==> config.mk <==
export PLATFORM = sky130hd
export DESIGN_NAME = link_transmit_block
export DESIGN_NICKNAME = d
export VERILOG_FILES = /design/src/pkg/framer_pkg.sv /design/src/logic/enc_8b10b.sv /design/src/logic/link_transmit_block.sv
export VERILOG_INCLUDE_DIRS = /design/src /design/src/pkg
export SDC_FILE = /design/constraint.sdc
export NUM_CORES = 1
export LEC_CHECK = 0
export BUFFER_PORTS_ARGS = -buffer_cell sky130_fd_sc_hd__buf_2
export CAP_MARGIN = 20
export CORE_AREA = 2 2 216 324
export CTS_BUF_LIST = sky130_fd_sc_hd__clkbuf_4
export DETAILED_ROUTE_END_ITERATION = 10
export DIE_AREA = 0 0 218 326
export REMOVE_ABC_BUFFERS = 1
export SYNTH_ARGS = -nofsm -noshare
export SYNTH_HDL_FRONTEND = slang
export SYNTH_SLANG_ARGS = --single-unit
export TNS_END_PERCENT = 30
==> constraint.sdc <==
create_clock -name ref_clk -period 13.1 [get_ports ref_clk]
set_input_delay 0.655 -clock ref_clk [delete_from_list [all_inputs] [get_ports ref_clk]]
set_output_delay 0.655 -clock ref_clk [all_outputs]
set_load 0.01 [all_outputs]
==> src/pkg/framer_regs.svh <==
// Register addresses, tuning values, control characters and field constants for the framer
`ifndef FRAMER_REGS_SVH
`define FRAMER_REGS_SVH

`define TUNE_A_ADDR 16'h1222
`define TUNE_B_ADDR 16'h1228
`define TUNE_C_ADDR 16'h1262
`define TUNE_B_VAL0 8'h4f
`define TUNE_B_VAL1 8'h0f
`define TUNE_A_VAL0 8'h04
`define TUNE_A_VAL1 8'h00
`define TUNE_C_VAL0 8'h08
`define TUNE_C_VAL1 8'h00
`define TUNE_STEPS 3'h6
`define REG_RESET 8'h00
`define K28_0 8'h1c
`define K28_3 8'h7c
`define K28_4 8'h9c
`define K28_5 8'hbc
`define ILAS_LAST_MF 2'h3
`define ILAS_CFG_MF 2'h1
`define ILAS_Q_POS 8'h01
`define PRN_SEED 15'h7fff
`define WORD_W 16

`endif

==> src/pkg/framer_pkg.sv <==
// Types shared by the transmit framer, its checks and its bench
`default_nettype none
package framer_pkg;

   // Per-link transport and data link settings
   typedef struct packed {
      logic lanes2;       // L = 2 when set, else L = 1
      logic [1:0] m_sel;  // M = 1 << m_sel (1, 2, 4)
      logic [1:0] f_sel;  // F = 1 << f_sel (1, 2, 4, 8)
      logic wide_word;    // N' = 16 when set, else 8
      logic [4:0] res_n;  // N, 7 to 16
      logic [1:0] cs;     // Control bits per sample, 0 to 3
      logic [2:0] k_sel;  // K = 4 * (k_sel + 1)
      logic scramble_en;
      logic tail_prn;     // Tail bits from PRN when set, else zero
   } link_cfg_s;

   // Values the link works out for itself
   typedef struct packed {
      logic [3:0] s;
      logic hd;
   } link_derived_s;

   typedef enum logic [1:0] {ST_CGS, ST_ILAS, ST_DATA} link_state_e;

endpackage
`default_nettype wire

==> src/logic/enc_8b10b.sv <==
// 8b/10b encoder for data octets and K28.y control characters
`default_nettype none
module enc_8b10b (
   input wire logic [7:0] octet,
   input wire logic is_k,
   input wire logic rd_in,
   output logic [9:0] symbol,
   output logic rd_out
);
   // 5b/6b codes for negative disparity, bit a first
   localparam logic [0:31][5:0] T6 = '{
      6'h27, 6'h1d, 6'h2d, 6'h31, 6'h35, 6'h29, 6'h19, 6'h38,
      6'h39, 6'h25, 6'h15, 6'h34, 6'h0d, 6'h2c, 6'h1c, 6'h17,
      6'h1b, 6'h23, 6'h13, 6'h32, 6'h0b, 6'h2a, 6'h1a, 6'h3a,
      6'h33, 6'h26, 6'h16, 6'h36, 6'h0e, 6'h2e, 6'h1e, 6'h2b};
   // 3b/4b codes for negative disparity
   localparam logic [0:7][3:0] T4 = '{4'hb, 4'h9, 4'h5, 4'hc, 4'hd, 4'ha, 4'h6, 4'he};
   // K28.y tails following 001111
   localparam logic [0:7][3:0] K4 = '{4'h4, 4'h9, 4'h5, 4'h3, 4'h2, 4'ha, 4'h6, 4'h8};
   localparam logic [5:0] K28_6B = 6'h0f;
   localparam logic [3:0] ALT7 = 4'h7;

   logic [4:0] x;
   logic [2:0] y;
   logic [5:0] six;
   logic [3:0] four;
   logic rd_mid;

   assign x = octet[4:0];
   assign y = octet[7:5];

   // Subblocks pick polarity from the running disparity; rd flips when the symbol is unbalanced
   always_comb begin
      six = T6[x];
      if (rd_in && (($countones(six) != 3) || (x == 5'h07))) begin
         six = ~six;
      end
      rd_mid = rd_in ^ ($countones(six) != 3);
      four = T4[y];
      if ((y == 3'h7) && ((!rd_mid && (x == 5'h11 || x == 5'h12 || x == 5'h14)) ||
          (rd_mid && (x == 5'h0b || x == 5'h0d || x == 5'h0e)))) begin
         four = ALT7;
      end
      if (rd_mid && (($countones(four) != 2) || (y == 3'h3))) begin
         four = ~four;
      end
      symbol = {six, four};
      if (is_k) begin
         symbol = rd_in ? ~{K28_6B, K4[y]} : {K28_6B, K4[y]};
      end
      rd_out = rd_in ^ ($countones(symbol) != 5);
   end
endmodule
`default_nettype wire

==> src/logic/link_transmit_block.sv <==
// Two-link, four-lane transmit framer: packing, tails, scrambling, alignment sequence and encoding
`default_nettype none
`include "framer_regs.svh"
module link_transmit_block (
   input wire logic ref_clk,
   input wire logic rst,
   input wire logic cfg_wr,
   input wire logic [15:0] cfg_addr,
   input wire logic [7:0] cfg_wdata,
   output logic [7:0] cfg_rdata,
   output logic tune_done,
   input wire framer_pkg::link_cfg_s cfg_ab,
   input wire framer_pkg::link_cfg_s cfg_cd,
   input wire logic [3:0][15:0] samples_ab,
   input wire logic [3:0][15:0] samples_cd,
   input wire logic [3:0] overrange_ab,
   input wire logic [3:0] overrange_cd,
   input wire logic [3:0] fast_detect_ab,
   input wire logic [3:0] fast_detect_cd,
   input wire logic system_reference_input,
   input wire logic sync_request_pair_one_n,
   input wire logic sync_request_pair_two_n,
   output logic [1:0] sample_take,
   output framer_pkg::link_derived_s derived_ab,
   output framer_pkg::link_derived_s derived_cd,
   output framer_pkg::link_state_e state_ab,
   output framer_pkg::link_state_e state_cd,
   output logic [9:0] pair_one_lane_zero,
   output logic [9:0] pair_one_lane_one,
   output logic [9:0] pair_two_lane_zero,
   output logic [9:0] pair_two_lane_one
);
   import framer_pkg::*;

   // Expected (address, data) at each step of the tuning sequence
   function automatic logic [23:0] tune_expect(input logic [2:0] step);
      case (step)
         3'h0: tune_expect = {`TUNE_B_ADDR, `TUNE_B_VAL0};
         3'h1: tune_expect = {`TUNE_B_ADDR, `TUNE_B_VAL1};
         3'h2: tune_expect = {`TUNE_A_ADDR, `TUNE_A_VAL0};
         3'h3: tune_expect = {`TUNE_A_ADDR, `TUNE_A_VAL1};
         3'h4: tune_expect = {`TUNE_C_ADDR, `TUNE_C_VAL0};
         default: tune_expect = {`TUNE_C_ADDR, `TUNE_C_VAL1};
      endcase
   endfunction

   // Log2 of converters per lane, floored at zero
   function automatic logic [1:0] cpl_log(input link_cfg_s c);
      cpl_log = (c.m_sel > {1'b0, c.lanes2}) ? 2'(c.m_sel - {1'b0, c.lanes2}) : 2'h0;
   endfunction

   // Log2 of samples per converter per frame
   function automatic logic [1:0] s_log(input link_cfg_s c);
      logic [2:0] used;
      used = {1'b0, cpl_log(c)} + {2'b0, c.wide_word};
      s_log = ({1'b0, c.f_sel} > used) ? 2'(3'({1'b0, c.f_sel}) - used) : 2'h0;
   endfunction

   // Sample bits MSB first, then control bits from bit 2 down, then tail bits
   function automatic logic [15:0] fmt_word(input logic [15:0] smp, input link_cfg_s c,
                                            input logic [2:0] ctl, input logic [14:0] prn);
      logic [4:0] ncs;
      fmt_word = '0;
      ncs = c.res_n + {3'b0, c.cs};
      for (int i = 0; i < `WORD_W; i++) begin
         if (5'(i) < c.res_n) begin
            fmt_word[15 - i] = smp[15 - i];
         end else if (5'(i) < ncs) begin
            fmt_word[15 - i] = ctl[2'(5'd2 - (5'(i) - c.res_n))];
         end else begin
            fmt_word[15 - i] = c.tail_prn & prn[i % 15];
         end
      end
   endfunction

   // Self-synchronizing scrambler, octet MSB first; returns {state, octet}
   function automatic logic [22:0] scramble(input logic [7:0] d, input logic [14:0] s);
      logic [14:0] st;
      logic [7:0] q;
      st = s;
      q = '0;
      for (int i = 7; i >= 0; i--) begin
         q[i] = d[i] ^ st[13] ^ st[14];
         st = {st[13:0], q[i]};
      end
      scramble = {st, q};
   endfunction

   link_cfg_s cfg [2];
   logic [3:0][15:0] smp [2];
   logic [3:0] ovr [2];
   logic [3:0] fdet [2];
   logic [1:0] sync_n;

   logic [7:0] tune_a_r, tune_b_r, tune_c_r, rdata_r;
   logic [2:0] step_r;
   logic system_reference_input_q_r;
   logic [2:0] octet_r [2];
   logic [4:0] frame_r [2];
   logic [1:0] mf_r [2];
   link_state_e state_r [2];
   logic [14:0] prn_r [2];
   logic [7:0] low_r [4];
   logic [14:0] scr_r [4];
   logic [9:0] sym_r [4];
   logic rd_r [4];

   logic system_reference_input_edge;
   logic [2:0] f_last [2];
   logic [4:0] k_last [2];
   logic mf_end [2];
   logic [7:0] mf_pos [2];
   logic [1:0] conv [4];
   logic [15:0] fmt_w [4];
   logic first_w [4];
   logic [7:0] data_b [4];
   logic [7:0] scr_b [4];
   logic [14:0] scr_nxt [4];
   logic [7:0] oct_d [4];
   logic oct_k [4];
   logic [9:0] code [4];
   logic rd_nxt [4];

   assign cfg[0] = cfg_ab;
   assign cfg[1] = cfg_cd;
   assign smp[0] = samples_ab;
   assign smp[1] = samples_cd;
   assign ovr[0] = overrange_ab;
   assign ovr[1] = overrange_cd;
   assign fdet[0] = fast_detect_ab;
   assign fdet[1] = fast_detect_cd;
   assign sync_n = {sync_request_pair_two_n, sync_request_pair_one_n};

   // tuning sequence tracker; links stay in code group sync until it completes
   always_ff @(posedge ref_clk or posedge rst) begin
      if (rst) begin
         step_r <= 3'h0;
      end else if (cfg_wr) begin
         if (step_r != `TUNE_STEPS && {cfg_addr, cfg_wdata} == tune_expect(step_r)) begin
            step_r <= step_r + 3'h1;
         end else if ({cfg_addr, cfg_wdata} == tune_expect(3'h0)) begin
            step_r <= 3'h1; // a fresh first write restarts
         end else if (cfg_addr == `TUNE_A_ADDR || cfg_addr == `TUNE_B_ADDR || cfg_addr == `TUNE_C_ADDR) begin
            step_r <= 3'h0;
         end
      end
   end
   assign tune_done = (step_r == `TUNE_STEPS);

   // Tuning register storage and registered read-back
   always_ff @(posedge ref_clk or posedge rst) begin
      if (rst) begin
         tune_a_r <= `REG_RESET;
         tune_b_r <= `REG_RESET;
         tune_c_r <= `REG_RESET;
         rdata_r <= `REG_RESET;
      end else begin
         if (cfg_wr && cfg_addr == `TUNE_A_ADDR) tune_a_r <= cfg_wdata;
         if (cfg_wr && cfg_addr == `TUNE_B_ADDR) tune_b_r <= cfg_wdata;
         if (cfg_wr && cfg_addr == `TUNE_C_ADDR) tune_c_r <= cfg_wdata;
         case (cfg_addr)
            `TUNE_A_ADDR: rdata_r <= tune_a_r;
            `TUNE_B_ADDR: rdata_r <= tune_b_r;
            `TUNE_C_ADDR: rdata_r <= tune_c_r;
            default: rdata_r <= `REG_RESET;
         endcase
      end
   end
   assign cfg_rdata = rdata_r;

   // frame and multiframe boundaries per link
   always_comb begin
      for (int l = 0; l < 2; l++) begin
         f_last[l] = 3'((4'h1 << cfg[l].f_sel) - 4'h1);
         k_last[l] = {cfg[l].k_sel, 2'b11}; // K = 4 * (k_sel + 1)
         mf_end[l] = (octet_r[l] == f_last[l]) && (frame_r[l] == k_last[l]);
         mf_pos[l] = 8'({3'b0, frame_r[l]} << cfg[l].f_sel) + {5'b0, octet_r[l]};
      end
   end

   assign system_reference_input_edge = system_reference_input & ~system_reference_input_q_r;

   // a reference edge restarts the frame and multiframe count of both links together
   always_ff @(posedge ref_clk or posedge rst) begin
      if (rst) begin
         system_reference_input_q_r <= 1'b0;
         for (int l = 0; l < 2; l++) begin
            octet_r[l] <= 3'h0;
            frame_r[l] <= 5'h0;
            prn_r[l] <= `PRN_SEED;
         end
      end else begin
         system_reference_input_q_r <= system_reference_input;
         for (int l = 0; l < 2; l++) begin
            prn_r[l] <= {prn_r[l][13:0], prn_r[l][14] ^ prn_r[l][13]};
            if (system_reference_input_edge) begin
               octet_r[l] <= 3'h0;
               frame_r[l] <= 5'h0;
            end else if (octet_r[l] == f_last[l]) begin
               octet_r[l] <= 3'h0;
               frame_r[l] <= (frame_r[l] == k_last[l]) ? 5'h0 : frame_r[l] + 5'h1;
            end else begin
               octet_r[l] <= octet_r[l] + 3'h1;
            end
         end
      end
   end

   // link phase per link; a sync request always wins
   always_ff @(posedge ref_clk or posedge rst) begin
      if (rst) begin
         for (int l = 0; l < 2; l++) begin
            state_r[l] <= ST_CGS;
            mf_r[l] <= 2'h0;
         end
      end else begin
         for (int l = 0; l < 2; l++) begin
            if (!tune_done || !sync_n[l]) begin
               state_r[l] <= ST_CGS;
            end else begin
               case (state_r[l])
                  ST_CGS: begin
                     mf_r[l] <= 2'h0;
                     if (mf_end[l]) state_r[l] <= ST_ILAS;
                  end
                  ST_ILAS: begin
                     if (mf_end[l]) begin
                        mf_r[l] <= mf_r[l] + 2'h1;
                        if (mf_r[l] == `ILAS_LAST_MF) state_r[l] <= ST_DATA;
                     end
                  end
                  ST_DATA: state_r[l] <= ST_DATA;
                  default: state_r[l] <= ST_CGS;
               endcase
            end
         end
      end
   end

   // Octet selection per lane; lane n belongs to link n/2
   always_comb begin
      for (int n = 0; n < 4; n++) begin
         // converter from derived converters-per-lane and S
         conv[n] = 2'((2'(n % 2) << cpl_log(cfg[n / 2])) +
                   ((cfg[n / 2].wide_word ? {1'b0, octet_r[n / 2][2:1]} : octet_r[n / 2]) >> s_log(cfg[n / 2])));
         fmt_w[n] = fmt_word(smp[n / 2][conv[n]], cfg[n / 2],
                             {ovr[n / 2][conv[n]], system_reference_input_q_r, fdet[n / 2][conv[n]]}, prn_r[n / 2]);
         first_w[n] = !cfg[n / 2].wide_word || !octet_r[n / 2][0];
         data_b[n] = first_w[n] ? fmt_w[n][15:8] : low_r[n];
         {scr_nxt[n], scr_b[n]} = scramble(data_b[n], scr_r[n]);
         oct_k[n] = 1'b1;
         oct_d[n] = `K28_5;
         if ((n % 2 == 0) || cfg[n / 2].lanes2) begin
            if (state_r[n / 2] == ST_ILAS) begin
               oct_k[n] = 1'b0;
               oct_d[n] = mf_pos[n / 2];
               if (mf_pos[n / 2] == 8'h00) begin
                  oct_k[n] = 1'b1;
                  oct_d[n] = `K28_0;
               end else if (mf_end[n / 2]) begin
                  oct_k[n] = 1'b1;
                  oct_d[n] = `K28_3;
               end else if (mf_r[n / 2] == `ILAS_CFG_MF && mf_pos[n / 2] == `ILAS_Q_POS) begin
                  oct_k[n] = 1'b1;
                  oct_d[n] = `K28_4;
               end
            end else if (state_r[n / 2] == ST_DATA) begin
               oct_k[n] = 1'b0;
               oct_d[n] = cfg[n / 2].scramble_en ? scr_b[n] : data_b[n];
            end
         end
      end
   end

   // one encoder per lane, four lanes
   for (genvar g = 0; g < 4; g++) begin : g_enc
      enc_8b10b u_enc (
         .octet(oct_d[g]),
         .is_k(oct_k[g]),
         .rd_in(rd_r[g]),
         .symbol(code[g]),
         .rd_out(rd_nxt[g])
      );
   end

   // Lane state: low octet hold, scrambler history, disparity, output symbol
   always_ff @(posedge ref_clk or posedge rst) begin
      if (rst) begin
         for (int n = 0; n < 4; n++) begin
            low_r[n] <= 8'h00;
            scr_r[n] <= 15'h0000;
            sym_r[n] <= 10'h000;
            rd_r[n] <= 1'b0;
         end
      end else begin
         for (int n = 0; n < 4; n++) begin
            if (first_w[n]) low_r[n] <= fmt_w[n][7:0];
            // Scrambler runs only on user data; the alignment sequence is never scrambled
            if (state_r[n / 2] == ST_DATA && cfg[n / 2].scramble_en) scr_r[n] <= scr_nxt[n];
            sym_r[n] <= code[n];
            rd_r[n] <= rd_nxt[n];
         end
      end
   end

   // no control words; sample_take marks word starts in user data
   always_comb begin
      for (int l = 0; l < 2; l++) begin
         sample_take[l] = (state_r[l] == ST_DATA) && (!cfg[l].wide_word || !octet_r[l][0]);
      end
   end

   assign derived_ab = '{s: 4'(4'h1 << s_log(cfg[0])), hd: cfg[0].lanes2 && (cfg[0].m_sel == 2'h0)};
   assign derived_cd = '{s: 4'(4'h1 << s_log(cfg[1])), hd: cfg[1].lanes2 && (cfg[1].m_sel == 2'h0)};
   assign state_ab = state_r[0];
   assign state_cd = state_r[1];
   assign pair_one_lane_zero = sym_r[0];
   assign pair_one_lane_one = sym_r[1];
   assign pair_two_lane_zero = sym_r[2];
   assign pair_two_lane_one = sym_r[3];
endmodule
`default_nettype wire

==> reports/metrics.yaml, run 1 <==
floorplanning:
  num_io_pins: 275
  initial_utilization: 0.3450
  coreArea_um2: 68510
  die_w_um: 218
  rows: 118
  die_y_um: 326
  dieArea_um2: 71070
logic_synthesis:
  synthCells: 2904
  ys_top_cells_by_count: "439 x nand2_1, 241 x nor2_1, 196 x dfrtp_1"
  synthArstFlopShare: 1.000
  ys_warn_count: 0
  yosys.area.top_type: "dfrtp_1"
  ys_types: 122
  syn_area_um2: 23630
  yosysMostFrequentCell: "nand2_1"
  ys_ff_latch: 226
  yosysSeqAreaShare: 0.2409
  synth_area_leaders: "dfrtp_1 21%, ha_1 7.0%, nand2_1 7.0%"
  ys_dominant_reg_cell: "dfrtp_1"
  synth_top_area_frac: 0.2075
  synth-edff-count: 0
  avgSynthCellArea_um2: 8.138
sta:
  slew_headroom: 0.2892
  final.setup.tns_ps: 0
  hold_viol: 0
  layout_setup_ws_ps: 622.2
  skew_ps: 96.33
  worstMarginPinSlew_ps: 1063
  fin_crit_ps: 12480
  post-route-period-util: 0.9525
  finalSetupViolCount: 0
  slew_violations: 0
  fmax_mhz: 80.14
setup_path:
  crit_required_ps: 13770
  crit-reg2reg-launch: "frame_r[7]"
  r2r_slack_ps: 1090
  cpMaxStageDelayCell: "fa_2"
  crit_type: "primary input to register"
  reg2reg_to: "rd_r[3]"
  worstSetupStartpointType: "primary input"
  endpoint_kind: "register"
  arrival_ps: 13140
  crit_top_cell: "ha_1"
  rr_worst_depth: 49
  crit_fanout: 7
  max_stage_delay_ps: 530
grt:
  grt_max_degree: 98
  grt_pass1_vias: 24250
  antenna_found_initial: 5
  gr-usage-all-layers: 0.2325
  grt_pass1_wl_um: 130400
  grt_overflow: 0
routing:
  drt.antenna.violating_nets: 0
  wl_per_cell_um: 18.78
  drt-initial-drc-count: 1394
  wirelength_um: 84000
  vias: 24380
  remaining_drc_errors: 0
  first_pass_iters: 6
  avgViaCountPerCell: 5.448
run:
  maxCapViolCount: 0
cts:
  clockBufferDepth: 3
  cts_made_buffers: 66
  clkTransAtPathRegs_ps: 60
  cts_tree: "built"
  cts-root-buf: "clkbuf_4"
  clock-sinks: 226
  clk_latency_ps: 830
  htree_levels: 3
placement:
  dp_cells: 4334
  port_buffers: 274
  routabilityCongestion: 0.9858
  dp_slack_ps: -834.3
  dp_hpwl_um: 67780
hold_path:
  min_from: "cfg_wdata[5]"
  hold_depth: 2
  hold_end: "tune_a_r[5]"
  holdCritPathClass: "primary input to register"
finish:
  nets: 3903
  layout-drive-gt1-share: 0.3065
  areaGrowthSynthToFinish_pct: 27.31
  nFillCells: 7042
  final_cells: 4474
power:
  p_per_area_nw_per_um2: 158.9
  cellLeakagePower_uw: 0.01424
  vdd_ir_drop_max_uv: 188.6
run_status:
  status: "finished, final reports clean"
-- cell type report --
cell class | instances | area, um^2 | area share
Clock buffer | 94 | 705.7 | 0.02345
Tap cell | 900 | 1126 | 0.03743
Multi-Input combinational cell | 2398 | 17230 | 0.5727
Inverter | 133 | 506.7 | 0.01684
Antenna cell | 5 | 12.51 | 0.0004158
Sequential cell | 226 | 5693 | 0.1892
Clock inverter | 26 | 210.2 | 0.006986
Timing Repair Buffer | 692 | 4602 | 0.1529
-- how the worst max path moves through the flow --
stage / startpoint / cells past startpoint / endpoint
3_3_place_gp: cfg_ab[15] / 58 / rd_r[3]
4_1_cts: cfg_cd[17] / 59 / rd_r[0]
6_report: cfg_ab[15] / 61 / rd_r[2]
2_1_floorplan: cfg_cd[15] / 58 / rd_r[0]
5_1_grt: cfg_ab[15] / 62 / rd_r[2]
3_5_place_dp: cfg_cd[17] / 59 / rd_r[0]
-- timing repair --
action	CTS	global route
buffers inserted	0	13
pin swaps	0	43
endpoints found under the hold margin	66	0
hold buffers	2	0
resized for setup	1	99
gates cloned	0	0
setup endpoints to repair	1	4
-- cells by family (layout without fill, tap and decap cells) --
| family | count (synthesis) | after routing | share of synthesized area |
|---|---|---|---|
| mux | 204 | 204 | 0.1046 |
| fa+ha+maj | 179 | 179 | 0.1081 |
| flops | 226 | 226 | 0.2409 |
| other cells | 0 | 5 | 0 |
| buf+inv | 280 | 945 | 0.04754 |
| simple gates | 1123 | 1123 | 0.2234 |
| xor+xnor | 167 | 167 | 0.06268 |
| compound gates | 725 | 725 | 0.2129 |
-- registers in the layout, indices dropped and copies added (netlist names), 3 cells and up --
signal and cells:
cfg_rdata 8, frame_r 10, low_r 32, mf_r 4, octet_r 6, pair_one_lane_one 10
pair_one_lane_zero 10, pair_two_lane_one 10, pair_two_lane_zero 10, prn_r 30, rd_r 4, scr_nxt 28
scr_r 32, step_r 3, tune_a_r 8, tune_b_r 8, tune_c_r 8
-- where the power goes --
group,total [uW],internal (uW),switching [uW]
registers,916,819,97.4
clock network,765,411,354
logic,3100,1390,1710
-- worst max-delay path: cells and delay by family --
kind            cells  cell delay, ps
xor+xnor            3             500
simple gates       17            2230
compound gates     10            1900
buf+inv             7             560
mux                 5            1030
fa+ha+maj          19            6270
-- layer usage --
layer | wire length [um] | track usage | part of all wire | vias to the layer above
li1 | - | - | - | 11740
met1 | 32300 | 0.2577 | 0.38 | 11680
met2 | 42850 | 0.4213 | 0.51 | 731
met3 | 4005 | 0.03165 | 0.048 | 234
met4 | 4845 | 0.1327 | 0.058 | 0
met5 | 0 | 0 | 0 | -
-- metrics by stage --
| step | utilization | instance area, um^2 | hold slack, ps | power (uW) |
|---|---|---|---|---|
| after floorplan | - | 23010 | 351.2 | 2739 |
| after global routing | 0.4391 | 30080 | 102.3 | 5184 |
| final | 0.4392 | 30090 | 145.8 | 4782 |
| after detailed placement | 0.4177 | 28620 | 357.9 | 3896 |
| after global placement | 0.4177 | 28620 | 356.6 | 3848 |
| after CTS | 0.4315 | 29560 | 36.98 | 4699 |
-- layout by cell type (no fill, tap or decap), types with 13 or more instances in the layout --
master	Yosys	final
clkinv_1	1	18
and2_1	36	36
and3_1	59	59
clkbuf_4	0	95
inv_2	8	13
nand2b_1	35	35
nor3_1	61	55
nor2b_1	33	32
ha_1	133	122
or2_2	19	19
dfrtp_1	196	196
a21o_1	26	26
buf_2	25	273
a31oi_1	48	44
o21ai_1	20	23
fa_1	43	35
o211a_1	14	14
o21ai_0	182	176
mux2_2	80	79
nand2_1	439	439
a21oi_1	126	125
nand3_1	102	101
mux4_2	25	25
a211oi_1	26	21
nor2_1	241	237
o211ai_1	32	32
dfstp_2	30	30
xor2_1	71	70
xnor2_1	95	94
nand4_1	15	15
buf_4	5	405
inv_1	124	119
mux2i_1	94	92
o22ai_1	18	16
Note: power is estimated with default switching activity, not from simulation.
==> run 2, diff against run 1 <==
--- a/config.mk
+++ b/config.mk
@@ -6,12 +6,13 @@
 export SDC_FILE = /design/constraint.sdc
 export NUM_CORES = 1
 export LEC_CHECK = 0
+export ABC_AREA = 1
 export BUFFER_PORTS_ARGS = -buffer_cell sky130_fd_sc_hd__buf_2
 export CAP_MARGIN = 20
-export CORE_AREA = 2 2 216 324
+export CORE_AREA = 2 2 207 310
 export CTS_BUF_LIST = sky130_fd_sc_hd__clkbuf_4
 export DETAILED_ROUTE_END_ITERATION = 10
-export DIE_AREA = 0 0 218 326
+export DIE_AREA = 0 0 209 312
 export REMOVE_ABC_BUFFERS = 1
 export SYNTH_ARGS = -nofsm -noshare
 export SYNTH_HDL_FRONTEND = slang
==> reports/metrics.yaml, run 2 <==
sta:
  worstMarginPinSlew_ps: 1001
  finalSetupViolCount: 0
  hold_ws_ps: 204.4
  skew_ps: 69.77
  fin_crit_ps: 12310
  rsz0062_at_grt: "true"
  slew_violations: 0
  fmax_mhz: 81.24
  post-route-period-util: 0.9396
  slew_headroom: 0.3323
  hold_viol: 0
hold_path:
  min_from: "cfg_wdata[4]"
  holdCritPathClass: "primary input to register"
placement:
  port_buffers: 274
  dp_hpwl_um: 60270
  dpl-instance-area_um2: 24950
  routabilityCongestion: 0.9941
finish:
  nFillCells: 6712
  fin_area_um2: 25940
  areaGrowthSynthToFinish_pct: 19.76
  nets: 4036
  layout_common_cells: "847 x nand2_1, 405 x inv_1, 274 x buf_2, 259 x nor2_1, 258 x o21ai_0"
  layout-drive-gt1-share: 0.2092
  multi_input_area_um2: 13880
  top_regs: "low_r x32, scr_r x32, prn_r x30"
  register_area_um2: 5693
  layout_commonest_cell: "nand2_1"
power:
  p_switching_uw: 2026
  vdd_ir_drop_max_uv: 162.8
  p_clk_frac: 0.173
  p_per_area_nw_per_um2: 163.3
  p_seq_frac: 0.208
  cellLeakagePower_uw: 0.01379
  cell_internal_pwr_uw: 2209
  combPwrFrac: 0.619
  sw_frac_of_total: 0.4784
run:
  maxCapViolCount: 0
routing:
  remaining_drc_errors: 0
  vias: 22490
  first_pass_iters: 6
  wirelength_um: 74250
  drt.antenna.violating_nets: 0
  drt-initial-drc-count: 1021
  avgViaCountPerCell: 4.995
  wl_per_cell_um: 16.49
floorplanning:
  dieArea_um2: 65210
  coreArea_um2: 62360
  initial_utilization: 0.3473
  num_io_pins: 275
  rows: 112
  die_y_um: 312
  die_w_um: 209
run_status:
  status: "finished, final reports clean"
logic_synthesis:
  yosysSeqAreaShare: 0.2629
  ys_top_cells_by_count: "851 x nand2_1, 407 x inv_1, 262 x o21ai_0"
  ys_dominant_reg_cell: "dfrtp_1"
  yosysMostFrequentCell: "nand2_1"
  synthArstFlopShare: 1.000
  yosys.area.top_type: "dfrtp_1"
  syn_area_um2: 21660
  synth_top_area_frac: 0.2265
  avgSynthCellArea_um2: 6.730
  ys_warn_count: 0
  synth_area_leaders: "dfrtp_1 23%, nand2_1 15%, ha_1 7.7%"
  synthCells: 3218
  synth-edff-count: 0
  ys_types: 71
  ys_ff_latch: 226
grt:
  grt_overflow: 0
  grt_pass1_vias: 22530
  antenna_found_initial: 10
  gr-usage-all-layers: 0.2262
  grt_pass1_wl_um: 116600
  grt_max_degree: 110
setup_path:
  worstSetupStartpointType: "primary input"
  endpoint_kind: "register"
  crit_type: "primary input to register"
  crit_start: "cfg_ab[15]"
  crit_required_ps: 13760
  crit-reg2reg-launch: "frame_r[2]"
  arrival_ps: 12960
  crit_fanout: 7
  max_stage_delay_ps: 490
  cpMaxStageDelayCell: "fa_1"
cts:
  cts_made_buffers: 66
  clk_latency_ps: 820
  clock-sinks: 226
  clkTransAtPathRegs_ps: 70
  cts-root-buf: "clkbuf_4"
  clockBufferDepth: 3
  cts_tree: "built"
  htree_levels: 3
-- run 2: cell types whose count changed in the layout (fill, tap and decap cells not counted), sizes merged, moves of 89 or more --
cell / delta
nand2: +453
inv: +314
buf: -235
nand3: +166
o21ai: +125
mux2i: -89
-- run 2: layout make-up --
cell class / instances / share of cell area
antenna: 6 / 0.0005788
clock buffer: 95 / 0.02750
multi-input combinational: 2444 / 0.5351
clock inverter: 22 / 0.005644
sequential: 226 / 0.2195
timing repair buffer: 456 / 0.1067
tap: 798 / 0.03849
inverter: 456 / 0.06647
-- run 2: cell families (layout without fill, tap and decap cells) --
logic type,Yosys count,in the layout,share of synthesized area
buffers and inverters,548,1029,0.1004
DFF,226,226,0.2629
adders and majority gates,176,176,0.1166
xor gates and xnor gates,109,109,0.04443
muxes,6,6,0.002773
and+or+nand+nor,1530,1530,0.3065
AOI/OAI and AO/OA,623,623,0.1665
other,0,6,0
-- run 2: timing repair --
item | 4_1_cts | 5_1_grt
setup endpoints to repair | 0 | 3
resized for setup | 0 | 23
buffers inserted | 0 | 1
endpoints found under the hold margin | 34 | 0
hold buffers | 2 | 0
-- run 2: per-layer routing --
layer,vias up,GRT usage,share of wire
li1,11320,-,-
met1,10310,0.2302,0.37
met2,645,0.4296,0.52
met3,207,0.03788,0.050
met4,8,0.1347,0.062
met5,-,0,0.00073
-- run 2: power by group through the flow --
stage | registers (uW) | clock network (uW) | logic [uW]
2_1_floorplan | 906 | 0 | 1770
3_3_place_gp | 892 | 0 | 2580
3_5_place_dp | 892 | 0 | 2600
4_1_cts | 880 | 767 | 2620
5_1_grt | 894 | 793 | 2980
6_report | 880 | 734 | 2620
-- run 2: path summary, 6_finish.rpt --
kind                               endpoint  slack, ps  cells after the start
worst max-delay path                rd_r[2]        790                     73
worst min-delay path            tune_c_r[4]        200                      3
worst max register to register      rd_r[1]       1610                     62
worst min register to register    prn_r[10]        340                      0
max in group asynchronous         low_r[29]      11120                      4
min in group asynchronous        frame_r[8]        570                      3
-- run 2: worst max-delay path: cells and delay by family --
kind                       cells  cell delay, ps
AOI/OAI and AO/OA              5             800
xor gates and xnor gates       4             780
adders and majority gates     20            6370
buffers and inverters          8             610
and+or+nand+nor               36            3740
-- run 2: stage by stage --
stage          total power [uW]  setup TNS, ps  setup WS (ps)  instances  utilization
2_1_floorplan              2672         -574.7         -574.7       3126            -
3_3_place_gp               3476         -20.15         -20.15       4377       0.4001
3_5_place_dp               3496         -300.9         -191.2       4377       0.4001
4_1_cts                    4264              0          645.9       4496       0.4142
5_1_grt                    4663         -68.38         -68.38       4499       0.4158
6_report                   4235              0          790.8       4503       0.4160
==> run 3, diff against run 2 <==
--- a/config.mk
+++ b/config.mk
@@ -9,10 +9,10 @@
 export ABC_AREA = 1
 export BUFFER_PORTS_ARGS = -buffer_cell sky130_fd_sc_hd__buf_2
 export CAP_MARGIN = 20
-export CORE_AREA = 2 2 207 310
-export CTS_BUF_LIST = sky130_fd_sc_hd__clkbuf_4
+export CORE_AREA = 2 2 167 251
 export DETAILED_ROUTE_END_ITERATION = 10
-export DIE_AREA = 0 0 209 312
+export DIE_AREA = 0 0 169 253
+export PLACE_DENSITY = 0.77
 export REMOVE_ABC_BUFFERS = 1
 export SYNTH_ARGS = -nofsm -noshare
 export SYNTH_HDL_FRONTEND = slang
==> reports/metrics.yaml, run 3 (synthesized netlist as in run 2, its figures left out) <==
run_status:
  status: "finished, final reports clean"
finish:
  nFillCells: 3902
  layout-drive-gt1-share: 0.1963
  register_area_um2: 5693
  nets: 3919
  layout_common_cells: "835 x nand2_1, 403 x inv_1, 274 x buf_2, 254 x nor2_1, 252 x o21ai_0"
  multi_input_area_um2: 14230
  layout_commonest_cell: "nand2_1"
  areaGrowthSynthToFinish_pct: 17.26
  top_regs: "low_r x32, scr_r x32, prn_r x30"
routing:
  wirelength_um: 67040
  vias: 22200
  first_pass_iters: 7
  drt.antenna.violating_nets: 0
  remaining_drc_errors: 0
  avgViaCountPerCell: 5.461
  drt-initial-drc-count: 1404
  wl_per_cell_um: 16.49
sta:
  worstMarginPinSlew_ps: 951.1
  fin_crit_ps: 12480
  final.setup.tns_ps: 0
  slew_violations: 0
  skew_ps: 18.33
  post-route-period-util: 0.9527
  rsz0062_at_grt: "true"
  finalSetupViolCount: 0
  fmax_mhz: 80.13
  hold_viol: 0
  slew_headroom: 0.3659
grt:
  gr-usage-all-layers: 0.3097
  antenna_found_initial: 5
  grt_pass1_wl_um: 106700
  grt_overflow: 0
  grt_max_degree: 93
  grt_pass1_vias: 21990
floorplanning:
  initial_utilization: 0.5313
  die_w_um: 169
  num_io_pins: 275
  dieArea_um2: 42760
  coreArea_um2: 40760
  rows: 91
  die_y_um: 253
cts:
  cts_hold_buffers: 0
  clk_latency_ps: 550
  clock-sinks: 226
  htree_levels: 1
  cts_tree: "built"
  cts-root-buf: "clkbuf_16"
  clockBufferDepth: 3
  cts_made_buffers: 25
  clkTransAtPathRegs_ps: 70
setup_path:
  arrival_ps: 12900
  max_stage_delay_ps: 520
  crit_type: "primary input to register"
  worstSetupStartpointType: "primary input"
  crit_fanout: 8
  endpoint_kind: "register"
  crit_required_ps: 13520
  cpMaxStageDelayCell: "fa_1"
  crit_top_cell: "nand2_1"
power:
  cellLeakagePower_uw: 0.01346
  total_power_uw: 4318
  vdd_ir_drop_max_uv: 201.6
  p_per_area_nw_per_um2: 170.0
placement:
  port_buffers: 274
  dp_hpwl_um: 53350
  routabilityCongestion: 1.039
run:
  maxCapViolCount: 0
hold_path:
  holdCritPathClass: "primary input to async pin"
## run 3: changes by cell type in the layout (fill, tap and decap cells not counted), sizes merged
| cell | delta |
|---|---|
| bufinv | +2 |
| diode | -2 |
| buf | -75 |
| clkinv | -11 |
| clkinvlp | -1 |
| clkbuf | -59 |
| dlygate4sd3 | -2 |
| inv | -2 |
## run 3: worst max-delay path: cells and delay by family
family	cells	cell delay (ps)
compound gates	3	510
buf+inv	9	650
xor+xnor	4	740
fa+ha+maj	20	6450
simple gates	40	3890
## run 3: per-layer routing
metal | GRT usage | wire (um)
met3 | 0.04126 | 3528
met2 | 0.5717 | 34050
met1 | 0.3244 | 24310
met5 | 0 | 10
met4 | 0.2110 | 5137
## run 3: metrics by stage
step	std cells	hold slack (ps)	setup slack (ps)	utilization	area [um^2]
floorplan	3126	354.0	-574.7	-	21200
global placement	3999	354.5	-142.5	0.5865	23910
detailed placement	3999	356.5	-237.9	0.5865	23910
CTS	4044	225.2	290.1	0.6073	24750
global route	4066	234.4	-203.8	0.6231	25400
finish	4066	216.9	619.7	0.6231	25400
## run 3: power by group
group	switching [uW]	internal (uW)	total, uW
registers	60.3	821	881
logic	1640	1050	2690
clock network	300	447	747
total	2000	2310	4320
## run 3: final timing paths
kind | start | endpoint | slack (ps) | depth (start not counted)
setup / recovery | cfg_ab[15] | rd_r[2] | 620 | 76
hold reg to reg | prn_r[1] | prn_r[2] | 360 | 0
hold / removal | rst | pair_two_lane_zero[1] | 220 | 2
min in group ref_clk | system_reference_input | system_reference_input_q_r | 240 | 1
setup reg to reg | frame_r[2] | rd_r[1] | 1600 | 61
max in group asynchronous | rst | low_r[9] | 11520 | 3
## run 3: cell type report
class                   count  area share
well taps                 511     0.02517
repair buffers            380     0.08843
clock inverters            10    0.006060
flip-flops and latches    226      0.2242
multi-input cells        2444      0.5605
inverters                 456     0.06799
diodes                      4   0.0003941
clock buffers              35     0.02729
## run 3: what timing repair did
action / 4_1_cts / 5_1_grt
endpoints found under the hold margin: 0 / 0
resized for setup: 0 / 118
endpoints found under the setup margin: 0 / 4
buffers inserted: 0 / 17
